`src/rtl/dcg_defs.svh`:
```
`ifndef DCG_DEFS_SVH
`define DCG_DEFS_SVH

// Control byte fields and reset value
`define DCG_CTL_DBG_BIT 7
`define DCG_CTL_BRKEN_BIT 5
`define DCG_CTL_RST 8'h00

// Command codes
`define DCG_C_REV 8'h00
`define DCG_C_STAT 8'h02
`define DCG_C_RTC 8'h03
`define DCG_C_WCTL 8'h04
`define DCG_C_RCTL 8'h05
`define DCG_C_WPC 8'h06
`define DCG_C_RPC 8'h07
`define DCG_C_WREG 8'h08
`define DCG_C_RREG 8'h09
`define DCG_C_WPM 8'h0a
`define DCG_C_RPM 8'h0b
`define DCG_C_WDM 8'h0c
`define DCG_C_RDM 8'h0d
`define DCG_C_CRC 8'h0e
`define DCG_C_STEP 8'h10
`define DCG_C_STUFF 8'h11
`define DCG_C_EXEC 8'h12

// Counter limit and blocked program counter answer
`define DCG_CNT_MAX 16'hffff
`define DCG_PC_BLOCKED 16'hffff

`endif

```
`src/rtl/dcg_pkg.sv`:
```
package dcg_pkg;

  typedef enum logic [3:0] {
    DCG_ST_IDLE = 4'h1,
    DCG_ST_CTL = 4'h2,
    DCG_ST_HI = 4'h4,
    DCG_ST_LO = 4'h8
  } dcg_state_t;

  typedef logic [7:0] dcg_byte_t;

endpackage : dcg_pkg

```
`src/rtl/dcg_stream_if.sv`:
```
`timescale 1ns/10ps
interface dcg_stream_if #(parameter int W = 8);
  logic [W-1:0] data;
  logic valid;
  logic ready;
  modport src (output data, output valid, input ready);
  modport snk (input data, input valid, output ready);
endinterface : dcg_stream_if

```
`src/rtl/dcg_buf.sv`:
```
`timescale 1ns/10ps
module dcg_buf #(
  parameter int W = 8,
  parameter int DEPTH = 2
) (
  input wire logic clk,
  input wire logic rst_n,
  dcg_stream_if.snk in_s,
  output logic [W-1:0] out_data,
  output logic out_valid,
  input wire logic out_ready
);
  import dcg_pkg::*;

  logic [W-1:0] mem_q [DEPTH];
  logic [W-1:0] mem_d [DEPTH];
  logic [DEPTH-1:0] vld_q;
  logic [DEPTH-1:0] vld_d;
  logic [DEPTH-1:0] s_vld;
  logic push;
  logic pop;

  assign in_s.ready = !vld_q[DEPTH-1];
  assign push = in_s.valid && in_s.ready;
  assign pop = vld_q[0] && out_ready;
  assign out_data = mem_q[0];
  assign out_valid = vld_q[0];

  // Entries shift toward the head; a push lands in the first free slot
  genvar i;
  generate
    for (i = 0; i < DEPTH; i++) begin : g_ent
      logic nxt_v;
      logic [W-1:0] nxt_m;
      logic first_free;
      if (i == DEPTH - 1) begin : g_last
        assign nxt_v = 1'b0;
        assign nxt_m = mem_q[i];
      end else begin : g_mid
        assign nxt_v = vld_q[i+1];
        assign nxt_m = mem_q[i+1];
      end
      assign s_vld[i] = pop ? nxt_v : vld_q[i];
      if (i == 0) begin : g_f0
        assign first_free = !s_vld[0];
      end else begin : g_fn
        assign first_free = !s_vld[i] && s_vld[i-1];
      end
      always_comb begin
        vld_d[i] = s_vld[i];
        mem_d[i] = pop ? nxt_m : mem_q[i];
        if (push && first_free) begin
          vld_d[i] = 1'b1;
          mem_d[i] = in_s.data;
        end
      end
      always_ff @(posedge clk or negedge rst_n) begin
        if (!rst_n) begin
          vld_q[i] <= 1'b0;
          mem_q[i] <= '0;
        end else begin
          vld_q[i] <= vld_d[i];
          mem_q[i] <= mem_d[i];
        end
      end
    end
  endgenerate

endmodule : dcg_buf

```
`src/rtl/dcg_top.sv`:
```
// Behaviour
// - CPU raises a breakpoint request when it decodes opcode 00H.
// - Enabled breakpoint request enters debug mode and idles CPU fetch.
// - Disabled breakpoints: request ignored, instruction acts as no-op.
// - 16-bit runtime counter counts clocks while outside debug mode.
// - Counter starts on leaving debug mode; stops on entry or at FFFFH.
// - Outside debug mode only a subset runs; inside all unless protected.
// - Outside debug mode only 00H, 02H, 04H and 05H act.
// - Command codes 03H, 06H-0EH and 10H-12H as encoded.
// - Under read protection a control write cannot clear debug mode.
// - Read protection disables 06H, 07H, 09H, 0AH, 0BH, 0CH, 10H-12H.
// - Protected 08H writes only flash control, only mass-erase value.
// - Characters are start, eight data bits LSB first, stop.
// - Runtime counter read returns upper byte first, then lower.
// - Program counter read returns FFFFH when blocked.
`timescale 1ns/10ps
`include "dcg_defs.svh"
module dcg_top #(
  parameter logic [15:0] REVISION = 16'h0100  // Arbitrary value
) (
  input wire logic clk,
  input wire logic rst_n,
  input wire dcg_pkg::dcg_byte_t rx_data,
  input wire logic rx_valid,
  output logic rx_ready,
  output dcg_pkg::dcg_byte_t tx_data,
  output logic tx_valid,
  input wire logic tx_ready,
  input wire logic brk_req,
  input wire logic read_protect_option,
  input wire logic [15:0] pc_value,
  input wire dcg_pkg::dcg_byte_t status_in,
  output logic debug_mode_bit,
  output logic cpu_idle,
  output dcg_pkg::dcg_byte_t ctl_value,
  output logic [15:0] runtime_count,
  output logic cmd_go,
  output dcg_pkg::dcg_byte_t cmd_code,
  output logic cmd_flash_only
);
  import dcg_pkg::*;

  dcg_state_t state_q, state_d;
  dcg_byte_t ctl_q, ctl_d;
  logic [15:0] cnt_q, cnt_d;
  logic [15:0] resp_q, resp_d;
  logic rdy_q, rdy_d;
  logic idle_q, idle_d;
  logic go_q, go_d;
  dcg_byte_t code_q, code_d;
  logic fo_q, fo_d;
  logic dbg_prev_q;
  logic take;
  logic dbg;
  logic rp;
  logic allowed;
  logic fwd;

  dcg_stream_if #(.W(8)) push_s ();

  // Whole bytes reach the framer in order, none lost on a stall
  dcg_buf #(.W(8), .DEPTH(2)) u_buf (
    .clk(clk),
    .rst_n(rst_n),
    .in_s(push_s.snk),
    .out_data(tx_data),
    .out_valid(tx_valid),
    .out_ready(tx_ready)
  );

  assign take = rx_valid && rdy_q;
  assign dbg = ctl_q[`DCG_CTL_DBG_BIT];
  assign rp = read_protect_option;

  // Command gate
  always_comb begin
    allowed = 1'b0;
    fwd = 1'b0;
    case (rx_data)
      `DCG_C_REV, `DCG_C_STAT, `DCG_C_WCTL, `DCG_C_RCTL:
        allowed = 1'b1;
      `DCG_C_RTC, `DCG_C_RDM, `DCG_C_CRC, `DCG_C_WREG: begin
        allowed = dbg;
        fwd = dbg && rx_data != `DCG_C_RTC;
      end
      `DCG_C_WPC, `DCG_C_RPC, `DCG_C_RREG, `DCG_C_WPM, `DCG_C_RPM,
      `DCG_C_WDM, `DCG_C_STEP, `DCG_C_STUFF, `DCG_C_EXEC: begin
        allowed = dbg && !rp;
        fwd = allowed && rx_data != `DCG_C_RPC;
      end
      default: begin
        allowed = 1'b0;
        fwd = 1'b0;
      end
    endcase
  end

  // Dispatch and answers
  always_comb begin
    state_d = state_q;
    ctl_d = ctl_q;
    resp_d = resp_q;
    go_d = 1'b0;
    code_d = code_q;
    fo_d = fo_q;
    push_s.valid = 1'b0;
    push_s.data = resp_q[7:0];
    case (state_q)
      DCG_ST_IDLE: begin
        if (take) begin
          code_d = rx_data;
          go_d = fwd;
          fo_d = rp && rx_data == `DCG_C_WREG;
          case (rx_data)
            `DCG_C_REV: begin
              resp_d = REVISION;
              state_d = DCG_ST_HI;
            end
            `DCG_C_STAT: begin
              resp_d = {status_in, 8'h00};
              state_d = DCG_ST_LO;
            end
            `DCG_C_RTC: begin
              resp_d = cnt_q;
              state_d = allowed ? DCG_ST_HI : DCG_ST_IDLE;
            end
            `DCG_C_WCTL: state_d = DCG_ST_CTL;
            `DCG_C_RCTL: begin
              resp_d = {ctl_q, 8'h00};
              state_d = DCG_ST_LO;
            end
            `DCG_C_RPC: begin
              resp_d = allowed ? pc_value : `DCG_PC_BLOCKED;
              state_d = DCG_ST_HI;
            end
            default: state_d = DCG_ST_IDLE;
          endcase
        end
      end
      DCG_ST_CTL: begin
        if (take) begin
          ctl_d = rx_data;
          if (rp) begin
            ctl_d[`DCG_CTL_DBG_BIT] = rx_data[`DCG_CTL_DBG_BIT] |
              ctl_q[`DCG_CTL_DBG_BIT];
          end
          state_d = DCG_ST_IDLE;
        end
      end
      DCG_ST_HI: begin
        push_s.valid = 1'b1;
        push_s.data = resp_q[15:8];
        if (push_s.ready) begin
          resp_d = {resp_q[7:0], 8'h00};
          state_d = DCG_ST_LO;
        end
      end
      DCG_ST_LO: begin
        push_s.valid = 1'b1;
        push_s.data = resp_q[15:8];
        if (push_s.ready) begin
          state_d = DCG_ST_IDLE;
        end
      end
      default: state_d = DCG_ST_IDLE;
    endcase
    if (brk_req && ctl_d[`DCG_CTL_BRKEN_BIT]) begin
      ctl_d[`DCG_CTL_DBG_BIT] = 1'b1;
    end
    rdy_d = state_d == DCG_ST_IDLE || state_d == DCG_ST_CTL;
    idle_d = ctl_d[`DCG_CTL_DBG_BIT];
  end

  // Runtime counter
  always_comb begin
    cnt_d = cnt_q;
    if (!dbg && dbg_prev_q) begin
      cnt_d = 16'h0000;
    end else if (!dbg && cnt_q != `DCG_CNT_MAX) begin
      cnt_d = cnt_q + 16'h0001;
    end
  end

  always_ff @(posedge clk or negedge rst_n) begin
    if (!rst_n) begin
      state_q <= DCG_ST_IDLE;
      ctl_q <= `DCG_CTL_RST;
      cnt_q <= 16'h0000;
      resp_q <= 16'h0000;
      rdy_q <= 1'b0;
      idle_q <= 1'b0;
      go_q <= 1'b0;
      code_q <= 8'h00;
      fo_q <= 1'b0;
      dbg_prev_q <= 1'b0;
    end else begin
      state_q <= state_d;
      ctl_q <= ctl_d;
      cnt_q <= cnt_d;
      resp_q <= resp_d;
      rdy_q <= rdy_d;
      idle_q <= idle_d;
      go_q <= go_d;
      code_q <= code_d;
      fo_q <= fo_d;
      dbg_prev_q <= dbg;
    end
  end

  assign rx_ready = rdy_q;
  assign debug_mode_bit = ctl_q[`DCG_CTL_DBG_BIT];
  assign cpu_idle = idle_q;
  assign ctl_value = ctl_q;
  assign runtime_count = cnt_q;
  assign cmd_go = go_q;
  assign cmd_code = code_q;
  assign cmd_flash_only = fo_q;

endmodule : dcg_top

```
`config.mk`:
```
export PLATFORM = sky130hd
export DESIGN_NAME = dcg_top
export DESIGN_NICKNAME = d
export VERILOG_FILES = /design/src/rtl/dcg_pkg.sv /design/src/rtl/dcg_stream_if.sv /design/src/rtl/dcg_buf.sv /design/src/rtl/dcg_top.sv
export VERILOG_INCLUDE_DIRS = /design/src /design/src/rtl
export SDC_FILE = /design/constraint.sdc
export NUM_CORES = 1
export LEC_CHECK = 0
export ABC_AREA = 1
export BUFFER_PORTS_ARGS = -buffer_cell sky130_fd_sc_hd__buf_4
export CORE_MARGIN = 10
export CORE_UTILIZATION = 50
export CTS_CLUSTER_DIAMETER = 150
export CTS_CLUSTER_SIZE = 16
export DETAILED_ROUTE_END_ITERATION = 10
export PLACE_DENSITY_LB_ADDON = 0.2
export SLEW_MARGIN = 20
export SYNTH_ARGS = -nofsm -noshare
export SYNTH_HDL_FRONTEND = slang
export SYNTH_SLANG_ARGS = --single-unit
```
`constraint.sdc`:
```
create_clock -name clk -period 3 [get_ports clk]
set_input_delay 0.6 -clock clk [delete_from_list [all_inputs] [get_ports clk]]
set_output_delay 0.6 -clock clk [all_outputs]
set_load 0.02 [all_outputs]
```
# [Yosys cells after proc, flatten, opt, wreduce, memory -nomap -nowiden]
# Index checks and enable logic that the tools add are counted.
[word_totals] register_bits=75 latch_bits=0 ramBits=0 rom_bits=0 in_bits=38 out_inout_bits=46 wordCells=107 n_memories=0
[op_classes] n_addsub=1 n_mul=0 div=0 order_cmp=0 eq_ne=28 shift=0 muxes=30 bitwise=1 reduce_logical=32
[op_table] op="$mux 16" count=5
[op_table] op="$pmux 16 s5" count=1
[op_table] op="$eq 8x4->1 const B" count=7
[op_table] op="$mux 8" count=5
[op_table] op="$eq 8x3->1 const B" count=4
[op_table] op="$pmux 16 s2" count=1
[op_table] op="$pmux 4 s4" count=2
[op_table] op="$eq 8x5->1 const B" count=3
[op_table] op="$add 16x1->16 const B" count=1
[op_table] op="$eq 8x2->1 const B" count=2
[op_table] op="$mux 4" count=4
[op_table] op="$ne 16x16->1 const B" count=1
[op_table] op="$logic_and 1x1->1" count=13
[op_table] op="$mux 1" count=9
[op_table] op="$reduce_or 9->1" count=1
[op_table] op="$eq 4x1->1 const B" count=2
[op_table] op="$eq 4x2->1 const B" count=2
[op_table] op="$logic_not 8->1" count=1
[op_table] op="$ne 8x2->1 const B" count=1
[op_table] op="$ne 8x3->1 const B" count=1
[op_table] op="$reduce_or 4->1" count=2
[op_table] op="$ne 6x1->1 const B" count=1
[op_table] op="$reduce_bool 2->1" count=3
[op_table] op="$reduce_or 2->1" count=3
[op_table] op="other kinds (11)" count=17

# [Longest topological paths before layout]
[logic_depth] word_depth=9 ltp_mapped=14 depth_no_buf=14

# [Cells and area by module]
# Synthesis repeated with hierarchy kept, for this count alone.
[unflattened] cells_unflattened=559 hier_area_um2=4235.3
[modules_own_cells] mod="dcg_top" instances=1 cells_per_inst=456 area_each_um2=3334.4 seq_area_each_um2=1402.6
[modules_own_cells] mod="dcg_buf" instances=1 cells_per_inst=103 area_each_um2=900.9 seq_area_each_um2=450.4

# [Worst setup path before layout]
# No wires, ideal clock.
[synth_path] path_type="input to register" from="in rx_data[7]" to="reg resp_q[0]" setup_time_ps=126 arrival_time_ps=1708 required_time_ps=2874 path_slack_ps=1166 path_stages=11 n_path_buf=1 cell_sequence="nor2_2 nand2_2 nor2_2 nand2_1 nand3_1 nand2_1 nand3_2 buf_4 nand2_1 a21oi_1 o22ai_1"
[synth_between] elab_chain_len=7 elab_cells_between_ends=27 classes_between="eq/ne (17); mux (5); reduce/logical (5)"
[synth_rtl] item="from (decl)" line_no="dcg_top.sv:23" rtl="input wire dcg_pkg::dcg_byte_t rx_data,"
[synth_rtl] item="$eq 8x3->1, or another cell as far along" line_no="dcg_top.sv:79, dcg_top.sv:114"
[synth_rtl] item="$reduce_or 9->1 / $reduce_or 4->1 (equally long branches)" line_no="dcg_top.sv:79" rtl="case (rx_data)"
[synth_rtl] item="$pmux 1 s3" line_no="dcg_top.sv:79"
[synth_rtl] item="$mux 16 (no source line)"
[synth_rtl] item="$pmux 16 s5" line_no="dcg_top.sv:114" rtl="case (rx_data)"
[synth_rtl] item="$mux 16" line_no="dcg_top.sv:110" rtl="if (take) begin"
[synth_rtl] item="$pmux 16 s2" line_no="dcg_top.sv:108" rtl="case (state_q)"
[synth_rtl] item="to (signal assigned)" line_no="dcg_top.sv:200" rtl="resp_q <= resp_d;"
[synth_rtl] item="to (decl)" line_no="dcg_top.sv:46" rtl="logic [15:0] resp_q, resp_d;"
# Several ways; a longest one is shown, not always the timed one. The select of a mux whose other input is x is not followed.
# A chain may end at the register's enable or synchronous reset.

# [Worst setup path after layout]
[layout_path] from="reg state_q[1]" to="reg u_buf.mem_q (netlist bit u_buf.g_ent[0].nxt_m[7])"
[layout_between] elab_chain_len=5 elab_cells_between_ends=7 classes_between="eq/ne (2); mux (2); reduce/logical (3)"
[layout_rtl] item="from (decl)" line_no="dcg_top.sv:43" rtl="dcg_state_t state_q, state_d;"
[layout_rtl] item="from (signal assigned)" line_no="dcg_top.sv:197" rtl="state_q <= state_d;"
[layout_rtl] item="$eq 4x4->1 / $eq 4x3->1 (equally long branches)" line_no="dcg_top.sv:108"
[layout_rtl] item="$reduce_or 2->1 (no source line) (*)"
[layout_rtl] item="$mux 1" line_no="dcg_top.sv:108"
[layout_rtl] item="$logic_and 1x1->1" line_no="dcg_buf.sv:24" rtl="assign push = in_s.valid && in_s.ready;"
[layout_rtl] item="$logic_and 1x1->1" line_no="dcg_buf.sv:52" rtl="if (push && first_free) begin"
[layout_rtl] item="to (signal, indexed assignment)" line_no="dcg_buf.sv:63" rtl="mem_q[i] <= mem_d[i];"
[layout_rtl] item="to (decl)" line_no="dcg_buf.sv:15" rtl="logic [W-1:0] mem_q [DEPTH];"
# Mark *: on every way between the ends. The rest lies on a longest branch, timed or not.

==> results.md <==
Outcome:
- The run finished with clean final reports.

Logic synthesis:
- The netlist area before placement is 4091 um^2.
- Of all cell types, the one taking the most synthesized area is sky130_fd_sc_hd__dfrtp_1.
- The synthesized design devotes to its leading area cell type 44.65% of total area.
- Counting every net in the synthesized netlist gives 577.
- In the synthesized netlist the dominant register cell turns out to be sky130_fd_sc_hd__dfrtp_1.
- Synthesis produced 538 cells.
- Yosys mapped the design onto 38 distinct sky130hd cell types.
- By area the synthesized netlist is led by sky130_fd_sc_hd__dfrtp_1 45%, sky130_fd_sc_hd__nand2_1 12%, sky130_fd_sc_hd__inv_1 6.7%, sky130_fd_sc_hd__nand3_1 5.4%, sky130_fd_sc_hd__o21ai_0 4.2%.
- The number of warnings reported in the yosys synthesis log is 0.
- The post-synthesis async set-or-reset flop share is 100.0%.
- The average cell area after synthesis is 7.605 um^2.
- Yosys mapped a number of flops with a built-in enable equal to 0.
- The synthesized design contains 74 register bits.
- Sequential cells were found to cover 45.29% of the synthesized design area.

Clock network:
- TritonCTS built the clock tree.
- The level count of the clock H-tree is 3.
- The clock sink count is 74.
- The cell sitting at the root of the clock tree is a sky130_fd_sc_hd__clkbuf_8.
- After clock tree synthesis, the flow added hold-fix buffers numbering 0.
- The number of buffers created by CTS is 9.
- The clock transition time at the flip-flop clock pins of the worst setup and hold paths is 80 ps.
- The count of instances resized after the clock tree is built is 0.
- The longest clock path from root to sink contains 2 buffers.
- Clock latency on the worst-skew pair, taken at its later pin, is 350 ps.
- The number of setup buffers added after CTS is 0.

Critical path:
- For the worst setup path, the data required time is 3230 ps.
- The worst setup path is captured at a flip-flop.
- The cell type group with the largest total delay on the critical path is simple AND/OR/NAND/NOR gates.
- The highest cell delay on the worst timing path is 410 ps.
- On the critical path, the stage with the largest delay is an instance of sky130_fd_sc_hd__dfrtp_1.
- The startpoint type of the worst setup path is a flip-flop.
- The largest driver fanout on the critical path is 16.
- The count of buffering cells on the critical path with inverters included is 2.
- The class of the most critical setup path is reg -> reg.
- The data arrival at the endpoint of the critical path is 2320 ps.
- The critical path goes through nor2_2 -> inv_2 -> nor3_4 -> nor2_2 -> inv_2 -> nand2_2 -> nor2_8 -> mux2_1.

Finish:
- Of the cells placed in the final design, the portion with a size suffix greater than 1 is 22.01%.
- Excluding fillers, the count of instances in the completed layout stands at 729.
- The final net count is 661.
- The relative area change from synthesis to final layout is 21.47%.
- The number of antenna diodes is 0.

Global route:
- The first global-routing pass estimated 18,400 um of wire.
- Entering global routing, the biggest net connects 75 pins.
- The total global-route track usage is 17.66%.
- The initial antenna violation count came to 0.
- The via count of the first global-routing pass was 3,834.
- For this run the aggregate overflow at the end of global routing stands at 0.

Floorplanning:
- In this run the core area contains 32 standard-cell rows.
- From bottom edge to top edge, the die measures 110.5 um.
- The core box area is 7848 um^2.
- Once the floorplan was initialized, standard cells occupied 52.14% of the core.
- The horizontal extent of the die is 110.5 um.
- The floorplan step defined a die boundary enclosing 12,200 um^2.
- In this run the count of I/O pins placed on the die edge is 84.

STA:
- Static timing analysis puts the maximum clock frequency at 478.9 MHz.
- The final setup violation count is 0.
- Setup repair after global routing left no endpoint under its margin.
- The count of pins over their slew limit is 0.
- The transition time of the tightest slew-check pin is 917.1 ps.
- The final critical-path share of the clock period is 69.61%.
- The clock arrives with 7.717 ps of skew.
- The relative max-transition margin is 38.86%.
- Counting I/O delays and the setup requirement, the final critical path takes 2088 ps.
- The hold violation count in the final report is 0.
- After routing, the total negative slack on setup checks comes to 0 ps.
- The smallest hold slack is 363.9 ps.

Worst hold path:
- The type of the worst min-delay path is in -> async.

Flow run:
- The max capacitance violation total is 0.

Placement:
- The final estimated routing congestion in global placement is 0.9416.
- The count of buffers added on input and output ports is 83.
- Counting tap cells, the placed design contains a total of 713 instances.
- After legalization and detailed placement, the total HPWL measured 8607 um.

Power and ir drop:
- The worst-case IR drop observed on VDD is 0.4328 mV.
- In this run the static leakage power is 2.586 nW.
- The cell area power density is 576.1 nW/um^2.

Detailed routing:
- After detailed routing, the number of remaining DRC violations is 0.
- After detailed routing, the total wire length is 11,000 um.
- The detailed-route via count is 3,881.
- The number of nets with antenna violations after detailed routing is 0.
- Using the TritonRoute via totals, the vias-per-cell ratio works out to 5.324.
- The total iterations of the first detailed-routing run is 5.
- Dividing the detail-routed wire length by the instance count gives 15.09 um.
- In this run, the number of DRC markers left after iteration 0 of detailed routing was 308.
-- sequential cells by signal, indices dropped and copies added, names as in the netlist, 4 cells and up --
name               count
resp_q                16
runtime_count         16
cmd_code               8
ctl_value              8
u_buf.g_ent.nxt_m      8
u_buf.out_data         8
state_q                4
-- synth_stat cells (2+ instances only) --
master                     count
sky130_fd_sc_hd__a21oi_1      30
sky130_fd_sc_hd__a221oi_1      2
sky130_fd_sc_hd__a31oi_1       2
sky130_fd_sc_hd__buf_2         2
sky130_fd_sc_hd__buf_4         5
sky130_fd_sc_hd__clkbuf_1      4
sky130_fd_sc_hd__dfrtp_1      73
sky130_fd_sc_hd__inv_1        73
sky130_fd_sc_hd__inv_2        11
sky130_fd_sc_hd__inv_4         2
sky130_fd_sc_hd__mux2_1        3
sky130_fd_sc_hd__mux2_2        5
sky130_fd_sc_hd__nand2_1     127
sky130_fd_sc_hd__nand2_2       4
sky130_fd_sc_hd__nand3_1      44
sky130_fd_sc_hd__nand3_2       2
sky130_fd_sc_hd__nand4_1       7
sky130_fd_sc_hd__nor2_1       43
sky130_fd_sc_hd__nor2_2        5
sky130_fd_sc_hd__nor2_4        2
sky130_fd_sc_hd__nor2_8        2
sky130_fd_sc_hd__nor3_1       11
sky130_fd_sc_hd__nor3_2        3
sky130_fd_sc_hd__nor4_1        3
sky130_fd_sc_hd__o211ai_1      5
sky130_fd_sc_hd__o21ai_0      34
sky130_fd_sc_hd__o21ai_1      10
sky130_fd_sc_hd__o21bai_1      2
sky130_fd_sc_hd__o22ai_1      13
-- cell usage in the layout, fill, tap and decap left out, types with 10 or more instances in the layout --
master	count
sky130_fd_sc_hd__o22ai_1	13
sky130_fd_sc_hd__nand3_1	44
sky130_fd_sc_hd__o21ai_1	10
sky130_fd_sc_hd__inv_1	73
sky130_fd_sc_hd__clkbuf_8	11
sky130_fd_sc_hd__a21oi_1	30
sky130_fd_sc_hd__o21ai_0	34
sky130_fd_sc_hd__nor3_1	11
sky130_fd_sc_hd__nand2_1	127
sky130_fd_sc_hd__inv_2	11
sky130_fd_sc_hd__buf_4	84
sky130_fd_sc_hd__nor2_1	43
sky130_fd_sc_hd__dfrtp_1	73
-- final timing paths --
| check | cells past startpoint | slack [ps] | end | from |
|---|---|---|---|---|
| worst max-delay path | 8 | 910 | u_buf.g_ent[0].nxt_m[7] | state_q[1] |
| worst min-delay path | 1 | 360 | u_buf.out_data[6] | rst_n |
| worst max register to register | 8 | 910 | u_buf.g_ent[0].nxt_m[7] | state_q[1] |
| worst min register to register | 1 | 490 | u_buf.g_ent[0].nxt_m[2] | u_buf.g_ent[0].nxt_m[2] |
| max in group asynchronous | 1 | 2020 | runtime_count[6] | rst_n |
| min in group clk | 3 | 470 | ctl_value[7] | brk_req |
-- logic make-up after synthesis --
family / Yosys count / synth area share, %
mux: 8 / 2.202
buf+inv: 98 / 9.633
xor+xnor: 1 / 0.2141
fa+ha+maj: 1 / 0.3058
flops: 74 / 45.29
compound gates: 101 / 13.70
simple gates: 255 / 28.65
-- final cells by class --
cell class                      count  area (um^2)
Sequential cell                    74         1853
Tap cell                          102        127.6
Clock buffer                       13        158.9
Clock inverter                      3        23.77
Inverter                           87        331.6
Fill cell                         696         2878
Timing Repair Buffer               84        630.6
Multi-Input combinational cell    366         1844
-- per-stage QoR --
step / util (%) / total power [mW] / cell area, um^2 / setup WS [ps]
3_5_place_dp: 61.00 / 2.167 / 4787 / 659.2
4_1_cts: 63.33 / 2.883 / 4970 / 877.3
2_1_floorplan: - / 1.794 / 4091 / 1166
6_report: 63.33 / 2.863 / 4970 / 911.7
5_1_grt: 63.33 / 3.054 / 4970 / 670.5
3_3_place_gp: 61.00 / 2.148 / 4787 / 707.0
-- layer usage --
metal / global-route usage, % / part of all wire, % / up-vias
li1: - / - / 1931
met1: 22.26 / 44 / 1795
met2: 28.56 / 47 / 133
met3: 5.565 / 6.9 / 22
met4: 4.491 / 2.0 / 0
met5: 0 / 0 / -
-- power breakdown --
group / internal, mW / switching, mW / total, mW
sequential: 1.16 / 0.134 / 1.30
combinational: 0.312 / 0.534 / 0.847
clock: 0.348 / 0.370 / 0.718
total: 1.82 / 1.04 / 2.86
-- worst register-to-register path: stages, from the launching register on --
cell and delay, ps:
sky130_fd_sc_hd__dfrtp_1 410, sky130_fd_sc_hd__nor2_2 140, sky130_fd_sc_hd__inv_2 50, sky130_fd_sc_hd__nor3_4 320
sky130_fd_sc_hd__nor2_2 110, sky130_fd_sc_hd__inv_2 240, sky130_fd_sc_hd__nand2_2 160, sky130_fd_sc_hd__nor2_8 180
sky130_fd_sc_hd__mux2_1 350
Power figures use the tool's default switching activity.
